[config.mk]
export PLATFORM = sky130hd
export DESIGN_NAME = spi_program_erase_reset_sequencer
export DESIGN_NICKNAME = d
export VERILOG_FILES = /design/src/spi_prog_pkg.sv /design/src/pin_sync3.sv /design/src/spi_program_erase_reset_sequencer.sv
export VERILOG_INCLUDE_DIRS = /design/src
export SDC_FILE = /design/constraint.sdc
export NUM_CORES = 1
export LEC_CHECK = 0
export ABC_AREA = 0
export BUFFER_PORTS_ARGS = -buffer_cell sky130_fd_sc_hd__clkbuf_2
export CELL_PAD_IN_SITES_DETAIL_PLACEMENT = 0
export CELL_PAD_IN_SITES_GLOBAL_PLACEMENT = 2
export CORE_AREA = 2 2 266 268
export DETAILED_ROUTE_END_ITERATION = 16
export DIE_AREA = 0 0 268 270
export PLACE_DENSITY_LB_ADDON = 0.1
export SETUP_SLACK_MARGIN = 0.4
export SYNTH_ARGS = -nofsm -noshare
export SYNTH_HDL_FRONTEND = slang
export SYNTH_SLANG_ARGS = --single-unit
[constraint.sdc]
create_clock -name i_clk_sys -period 6.45 [get_ports i_clk_sys]
set_clock_uncertainty 0.2 [all_clocks]
set_input_delay 1.29 -clock i_clk_sys [delete_from_list [all_inputs] [get_ports i_clk_sys]]
set_output_delay 1.29 -clock i_clk_sys [all_outputs]
set_load 0.02 [all_outputs]
[src/spi_prog_consts.svh]
// constants for the serial program/erase/reset sequencer
`ifndef SPI_PROG_CONSTS_SVH
`define SPI_PROG_CONSTS_SVH

// ----------------------------------------------------------------------
// clock and timing
// ----------------------------------------------------------------------
`define CLK_MHZ             100
`define PROG_TIME_US        100
`define ERASE_TIME_US       1000
`define RESET_PULSE_MIN_NS  100
`define RESET_ABORT_MAX_US  40
`define TIMER_W             20

// ----------------------------------------------------------------------
// opcodes
// ----------------------------------------------------------------------
`define OPC_WRITE_ENABLE    8'h06
`define OPC_STATUS_READ     8'h05
`define OPC_PAGE_PROGRAM    8'h02
`define OPC_SECTOR_ERASE    8'hD8

// ----------------------------------------------------------------------
// address layout
// ----------------------------------------------------------------------
`define ADDR_W              24
`define PAGE_BYTES          64
`define PAGE_COL_W          6
`define SECTOR_LSB          17
`define SECTOR_W            7
`define SECTOR_COUNT        8'h80
`define ERASED_BYTE         8'hFF
`define STRAP_SETTLE        3'h5  // filter output trails the pin by four edges

`endif

[src/spi_prog_pkg.sv]
// types shared by the serial program/erase/reset sequencer
package spi_prog_pkg;
  `include "spi_prog_consts.svh"

  // serial frame phase
  typedef enum logic [5:0] {
    F_IDLE = 6'b000001,
    F_CMD  = 6'b000010,
    F_ADDR = 6'b000100,
    F_DATA = 6'b001000,
    F_STAT = 6'b010000,
    F_IGN  = 6'b100000
  } frame_e;

  // self-timed operation in flight
  typedef enum logic [2:0] {
    OP_NONE  = 3'b001,
    OP_PROG  = 3'b010,
    OP_ERASE = 3'b100
  } op_e;

  typedef struct packed {
    logic ff1;
    logic ff2;
    logic ff3;
    logic out;
  } sync_s;

  typedef struct packed {
    frame_e                                frame;
    op_e                                   op;
    logic [7:0]                            opcode;
    logic [7:0]                            shift;
    logic [2:0]                            bit_cnt;
    logic [1:0]                            addr_cnt;
    logic [`ADDR_W-1:0]                    addr;
    logic [`PAGE_COL_W-1:0]                col;
    logic [`PAGE_BYTES-1:0][7:0]           page;
    logic [`PAGE_BYTES-1:0]                mask;
    logic                                  data_seen;
    logic [`TIMER_W-1:0]                   timer;
    logic [`PAGE_COL_W:0]                  walk;
    logic                                  clk_prev;
    logic                                  sel_prev;
    logic [2:0]                            strap_cnt;
    logic                                  strap_done;
    logic                                  serial;
    logic                                  in_progress_flag;
    logic                                  write_enable_latch;
    logic                                  q;
    logic                                  q_oe;
    logic [2:0]                            out_cnt;
    logic                                  mem_we;
    logic                                  mem_erase;
    logic [`ADDR_W-1:0]                    mem_addr;
    logic [7:0]                            mem_wdata;
  } seq_s;
endpackage

[src/pin_sync3.sv]
// three-stage pin synchroniser with agreement filter
`timescale 1ns/1ps
module pin_sync3
  import spi_prog_pkg::*;
#(
  parameter logic RESET_VAL = 1'b0
) (
  input  wire logic i_clk_sys,
  input  wire logic i_nrst,
  input  wire logic i_pin,
  output logic      o_level
);
  sync_s s;
  sync_s next_s;

  // ----------------------------------------------------------------------
  // next state: only ff2/ff3 are compared, ff1 feeds ff2 alone
  // ----------------------------------------------------------------------
  always_comb begin
    next_s     = s;
    next_s.ff1 = i_pin;
    next_s.ff2 = s.ff1;
    next_s.ff3 = s.ff2;
    if (s.ff2 == s.ff3) begin
      next_s.out = s.ff3;
    end
  end

  // registers
  always_ff @(posedge i_clk_sys or negedge i_nrst) begin
    if (!i_nrst) begin
      s <= {RESET_VAL, RESET_VAL, RESET_VAL, RESET_VAL};
    end else begin
      s <= next_s;
    end
  end

  assign o_level = s.out;
endmodule // pin_sync3

[src/spi_program_erase_reset_sequencer.sv]
// serial page-program / sector-erase sequencer with strap select and reset
// Function
// RULE1: select rising before last data byte completes discards the page program
// RULE2: valid page program starts timed cycle; in-progress flag 1 during, 0 after
// RULE3: write-enable latch cleared sometime during any program or erase cycle
// RULE4: during program cycle only status read is accepted, others ignored
// RULE5: host should send consecutive bytes in one program command
// RULE6: sector erase sets every byte of the sector to all ones
// RULE7: sector erase needs a prior write enable
// RULE8: decoded write enable sets the write-enable latch
// RULE9: host lowers select, sends erase opcode and three address bytes
// RULE10: any byte address within a sector selects that sector
// RULE11: host keeps select low for the whole erase sequence
// RULE12: select rising not right after third address byte drops the erase
// RULE13: valid erase starts timed cycle; in-progress flag 1 during, 0 after
// RULE14: during erase cycle only status read is accepted, others ignored
// RULE15: erase aimed into guarded region is refused
// RULE16: strap sampled at power-up: low parallel x16, high serial
// RULE17: selected interface stays fixed until next power-up (code re-samples the strap after every reset)
// RULE18: while reset is low the device is disabled, inputs ignored
// RULE19: host holds reset low at least the minimum pulse width
// RULE20: reset during busy cycle aborts it within the abort limit
// RULE21: reset while idle completes within the minimum reset pulse width
// RULE22: program data wraps in 64-byte page; last 64 bytes are kept
// RULE23: any guard bit set protects its region from program and erase
// RULE24: each serial bit is latched on the serial clock rising edge
// RULE25: status read returns live in-progress and write-enable bits
`timescale 1ns/1ps
module spi_program_erase_reset_sequencer
  import spi_prog_pkg::*;
#(
  parameter int unsigned PROG_CYCLES  = `PROG_TIME_US * `CLK_MHZ,
  parameter int unsigned ERASE_CYCLES = `ERASE_TIME_US * `CLK_MHZ
) (
  input  wire logic                i_clk_sys,
  input  wire logic                i_nrst,
  input  wire logic                i_spi_sel_n,
  input  wire logic                i_spi_clk,
  input  wire logic                i_serial_input_line,
  input  wire logic                i_interface_strap,
  input  wire logic [3:0]          i_region_guard_bits,
  output logic                     o_spi_q,
  output logic                     o_spi_q_oe,
  output logic                     o_serial_mode,
  output logic                     o_in_progress_flag,
  output logic                     o_write_enable_latch,
  output logic                     o_mem_we,
  output logic                     o_mem_erase,
  output logic [`ADDR_W-1:0]       o_mem_addr,
  output logic [7:0]               o_mem_wdata
);
  seq_s                    s;
  seq_s                    next_s;
  logic                    sel_n;
  logic                    sck;
  logic                    din;
  logic                    strap;
  logic                    sck_rise;
  logic                    sck_fall;
  logic                    sel_fall;
  logic                    sel_rise;
  logic                    byte_done;
  logic [7:0]              rx_byte;
  logic [7:0]              status;
  logic [7:0]              guard_lim;
  logic                    guarded;
  logic                    exec_ok;

  // ----------------------------------------------------------------------
  // pin synchronisers
  // ----------------------------------------------------------------------
  pin_sync3 #(.RESET_VAL(1'b1)) u_sync_sel (
    .i_clk_sys (i_clk_sys),
    .i_nrst    (i_nrst),
    .i_pin     (i_spi_sel_n),
    .o_level   (sel_n)
  );
  pin_sync3 #(.RESET_VAL(1'b0)) u_sync_sck (
    .i_clk_sys (i_clk_sys),
    .i_nrst    (i_nrst),
    .i_pin     (i_spi_clk),
    .o_level   (sck)
  );
  pin_sync3 #(.RESET_VAL(1'b0)) u_sync_din (
    .i_clk_sys (i_clk_sys),
    .i_nrst    (i_nrst),
    .i_pin     (i_serial_input_line),
    .o_level   (din)
  );
  pin_sync3 #(.RESET_VAL(1'b0)) u_sync_strap (
    .i_clk_sys (i_clk_sys),
    .i_nrst    (i_nrst),
    .i_pin     (i_interface_strap),
    .o_level   (strap)
  );

  // ----------------------------------------------------------------------
  // edges and decode helpers
  // ----------------------------------------------------------------------
  // data and clock share the same filter delay, so din is aligned to sck_rise
  assign sck_rise  = sck & ~s.clk_prev;
  assign sck_fall  = ~sck & s.clk_prev;
  assign sel_fall  = ~sel_n & s.sel_prev;
  assign sel_rise  = sel_n & ~s.sel_prev;
  assign byte_done = sck_rise && (s.bit_cnt == 3'h7);
  assign rx_byte   = {s.shift[6:0], din};
  // top/bottom bit reads as zero, so only upper regions are guarded
  assign status    = {1'b0, i_region_guard_bits[3], 1'b0, i_region_guard_bits[2:0],
                      s.write_enable_latch, s.in_progress_flag}; // [RULE25]

  // guarded span: sectors from 128 - 2^(n-1) upward, or all when bit 3 set
  assign guard_lim = `SECTOR_COUNT - (8'h01 << (i_region_guard_bits[2:0] - 3'h1));
  assign guarded   = i_region_guard_bits[3] ||
                     ((i_region_guard_bits[2:0] != 3'h0) &&
                      ({1'b0, s.addr[`ADDR_W-1:`SECTOR_LSB]} >= guard_lim)); // [RULE23] [RULE10]

  // frame ended exactly on a byte boundary of a complete sequence
  assign exec_ok   = sel_rise && (s.frame == F_DATA) && (s.bit_cnt == 3'h0) &&
                     (s.op == OP_NONE); // [RULE1] [RULE12]

  // ----------------------------------------------------------------------
  // next state
  // ----------------------------------------------------------------------
  always_comb begin
    next_s           = s;
    next_s.mem_we    = 1'b0;
    next_s.mem_erase = 1'b0;
    next_s.clk_prev  = sck;
    next_s.sel_prev  = sel_n;

    // interface choice: caught once after the strap filter settles
    if (!s.strap_done) begin
      next_s.strap_cnt = s.strap_cnt + 3'h1;
      if (s.strap_cnt == `STRAP_SETTLE) begin
        next_s.serial     = strap; // [RULE16]
        next_s.strap_done = 1'b1;  // [RULE17]
      end
    end

    // self-timed engine
    case (s.op)
      OP_PROG: begin
        next_s.write_enable_latch = 1'b0; // [RULE3]
        if (!s.walk[`PAGE_COL_W]) begin
          next_s.walk = s.walk + 7'h01;
          if (s.mask[s.walk[`PAGE_COL_W-1:0]]) begin
            next_s.mem_we    = 1'b1;
            next_s.mem_addr  = {s.addr[`ADDR_W-1:`PAGE_COL_W], s.walk[`PAGE_COL_W-1:0]};
            next_s.mem_wdata = s.page[s.walk[`PAGE_COL_W-1:0]]; // [RULE22]
          end
        end
        if (s.timer != '0) begin
          next_s.timer = s.timer - 20'h00001;
        end else begin
          next_s.op  = OP_NONE;
          next_s.in_progress_flag = 1'b0; // [RULE2]
        end
      end
      OP_ERASE: begin
        next_s.write_enable_latch = 1'b0; // [RULE3]
        if (s.walk == 7'h00) begin
          next_s.walk      = 7'h01;
          next_s.mem_erase = 1'b1;
          next_s.mem_addr  = {s.addr[`ADDR_W-1:`SECTOR_LSB], {`SECTOR_LSB{1'b0}}}; // [RULE10]
          next_s.mem_wdata = `ERASED_BYTE; // [RULE6]
        end
        if (s.timer != '0) begin
          next_s.timer = s.timer - 20'h00001;
        end else begin
          next_s.op  = OP_NONE;
          next_s.in_progress_flag = 1'b0; // [RULE13]
        end
      end
      default: begin
        next_s.op = OP_NONE;
      end
    endcase

    // serial frame: a parallel-strapped part never answers the serial pins
    if (!s.serial) begin
      next_s.frame = F_IDLE;
      next_s.q_oe  = 1'b0;
    end else if (sel_fall) begin
      next_s.frame    = F_CMD;
      next_s.bit_cnt  = 3'h0;
      next_s.addr_cnt = 2'h0;
      next_s.out_cnt  = 3'h0;
      next_s.q_oe     = 1'b0;
    end else if (sel_n) begin
      next_s.frame = F_IDLE;
      next_s.q_oe  = 1'b0;
      if (exec_ok) begin
        case (s.opcode)
          `OPC_WRITE_ENABLE: begin
            next_s.write_enable_latch = 1'b1; // [RULE8]
          end
          `OPC_SECTOR_ERASE: begin
            if (!guarded) begin // [RULE15]
              next_s.op    = OP_ERASE;
              next_s.in_progress_flag   = 1'b1; // [RULE13]
              next_s.timer = 20'(ERASE_CYCLES);
              next_s.walk  = 7'h00;
            end
          end
          `OPC_PAGE_PROGRAM: begin
            if (s.data_seen && !guarded) begin // [RULE23]
              next_s.op    = OP_PROG;
              next_s.in_progress_flag   = 1'b1; // [RULE2]
              next_s.timer = 20'(PROG_CYCLES);
              next_s.walk  = 7'h00;
            end
          end
          default: begin
            next_s.in_progress_flag = s.in_progress_flag;
          end
        endcase
      end
    end else begin
      // bits latched on the serial clock rising edge
      if (sck_rise) begin
        next_s.shift   = rx_byte; // [RULE24]
        next_s.bit_cnt = s.bit_cnt + 3'h1;
      end
      case (s.frame)
        F_CMD: begin
          if (byte_done) begin
            next_s.opcode = rx_byte;
            if (rx_byte == `OPC_STATUS_READ) begin
              next_s.frame = F_STAT;
            end else if (s.op != OP_NONE) begin
              next_s.frame = F_IGN; // [RULE4] [RULE14]
            end else if (rx_byte == `OPC_WRITE_ENABLE) begin
              next_s.frame = F_DATA;
            end else if ((rx_byte == `OPC_PAGE_PROGRAM || rx_byte == `OPC_SECTOR_ERASE) && s.write_enable_latch) begin
              next_s.frame     = F_ADDR; // [RULE7]
              next_s.mask      = '0;
              next_s.data_seen = 1'b0;
            end else begin
              next_s.frame = F_IGN;
            end
          end
        end
        F_ADDR: begin
          if (byte_done) begin
            next_s.addr     = {s.addr[15:0], rx_byte}; // [RULE24]
            next_s.addr_cnt = s.addr_cnt + 2'h1;
            if (s.addr_cnt == 2'h2) begin
              next_s.frame = F_DATA;
              next_s.col   = rx_byte[`PAGE_COL_W-1:0];
            end
          end
        end
        F_DATA: begin
          if (s.opcode != `OPC_PAGE_PROGRAM) begin
            // any extra clock after a complete sequence spoils it
            if (sck_rise) begin
              next_s.frame = F_IGN; // [RULE12]
            end
          end else if (byte_done) begin
            // column wraps in the page, later bytes overwrite earlier ones
            next_s.page[s.col] = rx_byte; // [RULE22]
            next_s.mask[s.col] = 1'b1;
            next_s.col         = s.col + 6'h01;
            next_s.data_seen   = 1'b1;
          end
        end
        F_STAT: begin
          if (sck_fall) begin
            next_s.q       = status[~s.out_cnt]; // [RULE25]
            next_s.q_oe    = 1'b1;
            next_s.out_cnt = s.out_cnt + 3'h1;
          end
        end
        default: begin
          next_s.frame = s.frame;
        end
      endcase
    end
  end

  // ----------------------------------------------------------------------
  // registers: reset is asynchronous, so a busy cycle aborts at once
  // ----------------------------------------------------------------------
  always_ff @(posedge i_clk_sys or negedge i_nrst) begin
    if (!i_nrst) begin // [RULE18] [RULE20] [RULE21]
      s          <= '0;
      s.frame    <= F_IDLE;
      s.op       <= OP_NONE;
      s.clk_prev <= 1'b0;
      s.sel_prev <= 1'b1;
    end else begin
      s <= next_s;
    end
  end

  assign o_spi_q              = s.q;
  assign o_spi_q_oe           = s.q_oe;
  assign o_serial_mode        = s.serial;
  assign o_in_progress_flag   = s.in_progress_flag;
  assign o_write_enable_latch = s.write_enable_latch;
  assign o_mem_we             = s.mem_we;
  assign o_mem_erase          = s.mem_erase;
  assign o_mem_addr           = s.mem_addr;
  assign o_mem_wdata          = s.mem_wdata;
endmodule // spi_program_erase_reset_sequencer

==> impl_metrics.py <==
metrics = {
    "setup_path": {
        "cp.required_ns": 6.73,
        "cp_max_fo": 27,
        "crit_top_cell": "buf_4",
        "crit_type": "reg2reg",
        "worstPathCellList": "nand3b_1, buf_4, o221ai_1, a211oi_1, a211o_1, nand2_1, buf_4, o21ai_0",
        "critPathMaxStageDelay_ns": 0.98,
        "cp-end-kind": "flop",
        "worstRegToRegCells": 8,
        "slowest_stage": "dfrtp_1",
        "crit_path_start_kind": "flop",
        "crit_arrival_ns": 4.91,
    },
    "sta": {
        "fin_crit_sh_pct": 71.7,
        "period_needed_ns": 4.63,
        "fmax_mhz": 216,
        "setup_violations": 0,
        "hold_violations": 0,
        "fin_hold_ws_ns": 0.149,
        "fin_ws_ns": 1.82,
        "worst_slew_pin_slew_ns": 1.29,
        "slew_headroom_pct": 13.8,
        "drv_slew": 0,
        "rsz0062_at_grt": "false",
        "fin_setup_tns_ns": 0,
    },
    "pwr": {
        "comb_power_share_pct": 6.2,
        "max-vdd-ir-drop_v": 0.000202,
        "powerDensity_nw_per_um2": 262,
        "swShare_pct": 24.3,
        "p_leak_uw": 0.0178,
        "clkPwrFrac_pct": 46.3,
        "p_sw_uw": 2380,
        "sequentialPowerShare_pct": 47.5,
        "p_int_uw": 7400,
    },
    "cts": {
        "htree_levels": 3,
        "cts_resized": 0,
        "post_cts_buffers": 0,
        "cts.clk_slew.worst_paths_ns": 0.06,
        "cts-root-buf": "clkbuf_16",
        "cts_tree": "built",
        "clock_path_buffers": 3,
        "clk_latency_ns": 0.63,
        "cts_num_sinks": 727,
        "hold_buffers": 0,
        "cts_buffers": 80,
    },
    "place": {
        "place.gp.congestion": 0.787,
        "io_buffers": 48,
        "dp_hpwl_mm": 56.4,
        "post-place-ws_ns": 1.74,
    },
    "layout": {
        "drive_gt1_share_pct": 35.2,
        "nNetsFinal": 2604,
        "areaGrowthSynthToFinish_pct": 10.4,
    },
    "synth": {
        "synth_edf_count": 0,
        "syn_area_um2": 33800,
        "yosysUniqueCellTypes": 65,
        "synth_top_area_share_pct": 53.3,
        "synth_common_cells": "dfrtp_1 (720), mux2_2 (541), nor2_1 (176)",
        "syn_avg_cell_area_um2": 13.0,
        "yosys_warnings": 0,
        "synthCells": 2605,
        "synth_fp_nets": 2636,
        "synth_seq_cells": 727,
        "yosysMostFrequentCell": "dfrtp_1",
        "synth_area_leaders": "dfrtp_1 (53%), mux2_2 (18%), mux4_2 (5.4%), mux2i_1 (4.7%), nor2_1 (2.0%)",
        "synth_top_area_cell": "dfrtp_1",
        "yosysSeqAreaShare_pct": 53.9,
        "synth_flop_cell": "dfrtp_1",
        "async_flop_share_pct": 100,
    },
    "floorplan": {
        "fp.dieH_um": 270,
        "die_area_um2": 72400,
        "core_area_um2": 69500,
        "start_util_pct": 48.6,
        "rows": 97,
        "ioPinCount": 49,
        "die_width_um": 268,
    },
    "routing": {
        "num_vias": 21000,
        "first_pass_iters": 5,
        "ant_nets": 0,
        "totalWireLength_mm": 89.8,
        "drt_iter0_markers": 1345,
        "vias_per_cell": 5.87,
        "wl_per_cell_um": 25.1,
        "drc": 0,
    },
    "global_routing": {
        "first_global_vias": 21700,
        "grt_max_degree": 163,
        "grt.total_usage_pct": 25.4,
        "antenna_found_initial": 1,
        "grt_pass1_wl_mm": 139,
        "grt.overflow.total": 0,
    },
    "min_path": {
        "hp-class": "reg2reg",
        "whs_path_depth": 0,
    },
    "run": {
        "drv_cap": 0,
    },
    "run_status": {
        "status": "finished, final reports clean",
    },
}
-- layer usage --
| metal | global-route usage (%) | vias to the layer above | wire, µm | part of all wire, % |
|---|---|---|---|---|
| met2 | 41.0 | 372 | 43600 | 49 |
| met3 | 3.38 | 104 | 3370 | 3.8 |
| met1 | 35.6 | 11200 | 40600 | 45 |
| met4 | 7.91 | 0 | 2250 | 2.5 |
| li1 | - | 9286 | - | - |
| met5 | 0 | - | 0 | 0 |
-- metrics by stage --
step / cells / area, µm² / total power (µW) / utilization, %
after floorplan: 2605 / 33800 / 5040 / -
after global placement: 3431 / 34700 / 5330 / 49.9
after detailed placement: 3431 / 34700 / 5340 / 49.9
after CTS: 3574 / 37300 / 9900 / 53.6
after global routing: 3575 / 37300 / 10200 / 53.6
final: 3575 / 37300 / 9780 / 53.6
-- power groups by stage --
stage                     Sequential, µW  Clock, µW  Combinational, µW
after floorplan                     4700          0                340
after global placement              4730          0                600
after detailed placement            4730          0                616
after CTS                           4640       4640                617
after global routing                4650       4860                667
final                               4650       4530                608
-- critical path: cells and delay by family, from the launching register on --
family                 cells  cell delay, ns
DFF                        1            0.98
and+or+nand+nor            2            1.52
AOI/OAI and AO/OA          4            0.84
buffers and inverters      2            0.90
-- cell usage in the layout, fill, tap and decap left out, types with 13 or more instances in the layout --
cell         n
o21ai_0     72
dfrtp_1    709
nand2_2     24
nand2b_1    13
mux4_2      81
nand2_1    117
inv_1       19
xnor2_1     15
nor2_2      14
nor2_1     175
xor2_1      13
nand3_1     28
buf_4       33
o22ai_1     33
nor4_1      17
mux2_2     541
nor3_1      40
nor2_4      15
clkbuf_2    47
ha_1        21
clkbuf_1    23
clkbuf_16   82
clkbuf_8    17
mux2_1      18
mux2i_1    160
a21oi_1     99
-- final timing paths --
check / start / to / slack, ns
setup / recovery: s[51]$_DFF_PN0_ / o_mem_addr[6]$_DFFE_PN0P_ / 1.82
hold / removal: u_sync_din.next_s[2]$_DFF_PN0_ / u_sync_din.next_s[1]$_DFF_PN0_ / 0.15
setup reg to reg: s[51]$_DFF_PN0_ / o_mem_addr[6]$_DFFE_PN0P_ / 1.82
hold reg to reg: u_sync_din.next_s[2]$_DFF_PN0_ / u_sync_din.next_s[1]$_DFF_PN0_ / 0.15
max in group asynchronous: i_nrst / async pin / 4.16
min in group asynchronous: i_nrst / s[36]$_DFFE_PN0P_ / 0.44
-- kinds of logic (layout without fill, tap and decap cells) --
| family | after synthesis | count (layout) | synth area share (%) |
|---|---|---|---|
| mux | 800 | 800 | 28.8 |
| buf+inv | 221 | 250 | 2.95 |
| compound gates | 262 | 262 | 4.46 |
| other cells | 0 | 1 | 0 |
| flops | 727 | 727 | 53.9 |
| fa+ha+maj | 25 | 25 | 0.897 |
| xor+xnor | 28 | 28 | 0.726 |
| simple gates | 542 | 542 | 8.29 |
-- layout make-up --
class | instances | area [µm²]
sequential | 727 | 18200
tap | 940 | 1180
timing repair buffer | 87 | 618
inverter | 20 | 75.1
antenna | 1 | 2.50
clock inverter | 21 | 241
multi-input combinational | 1657 | 14600
clock buffer | 122 | 2370
fill | 5861 | 32200
Power figures use the tool's default switching activity.
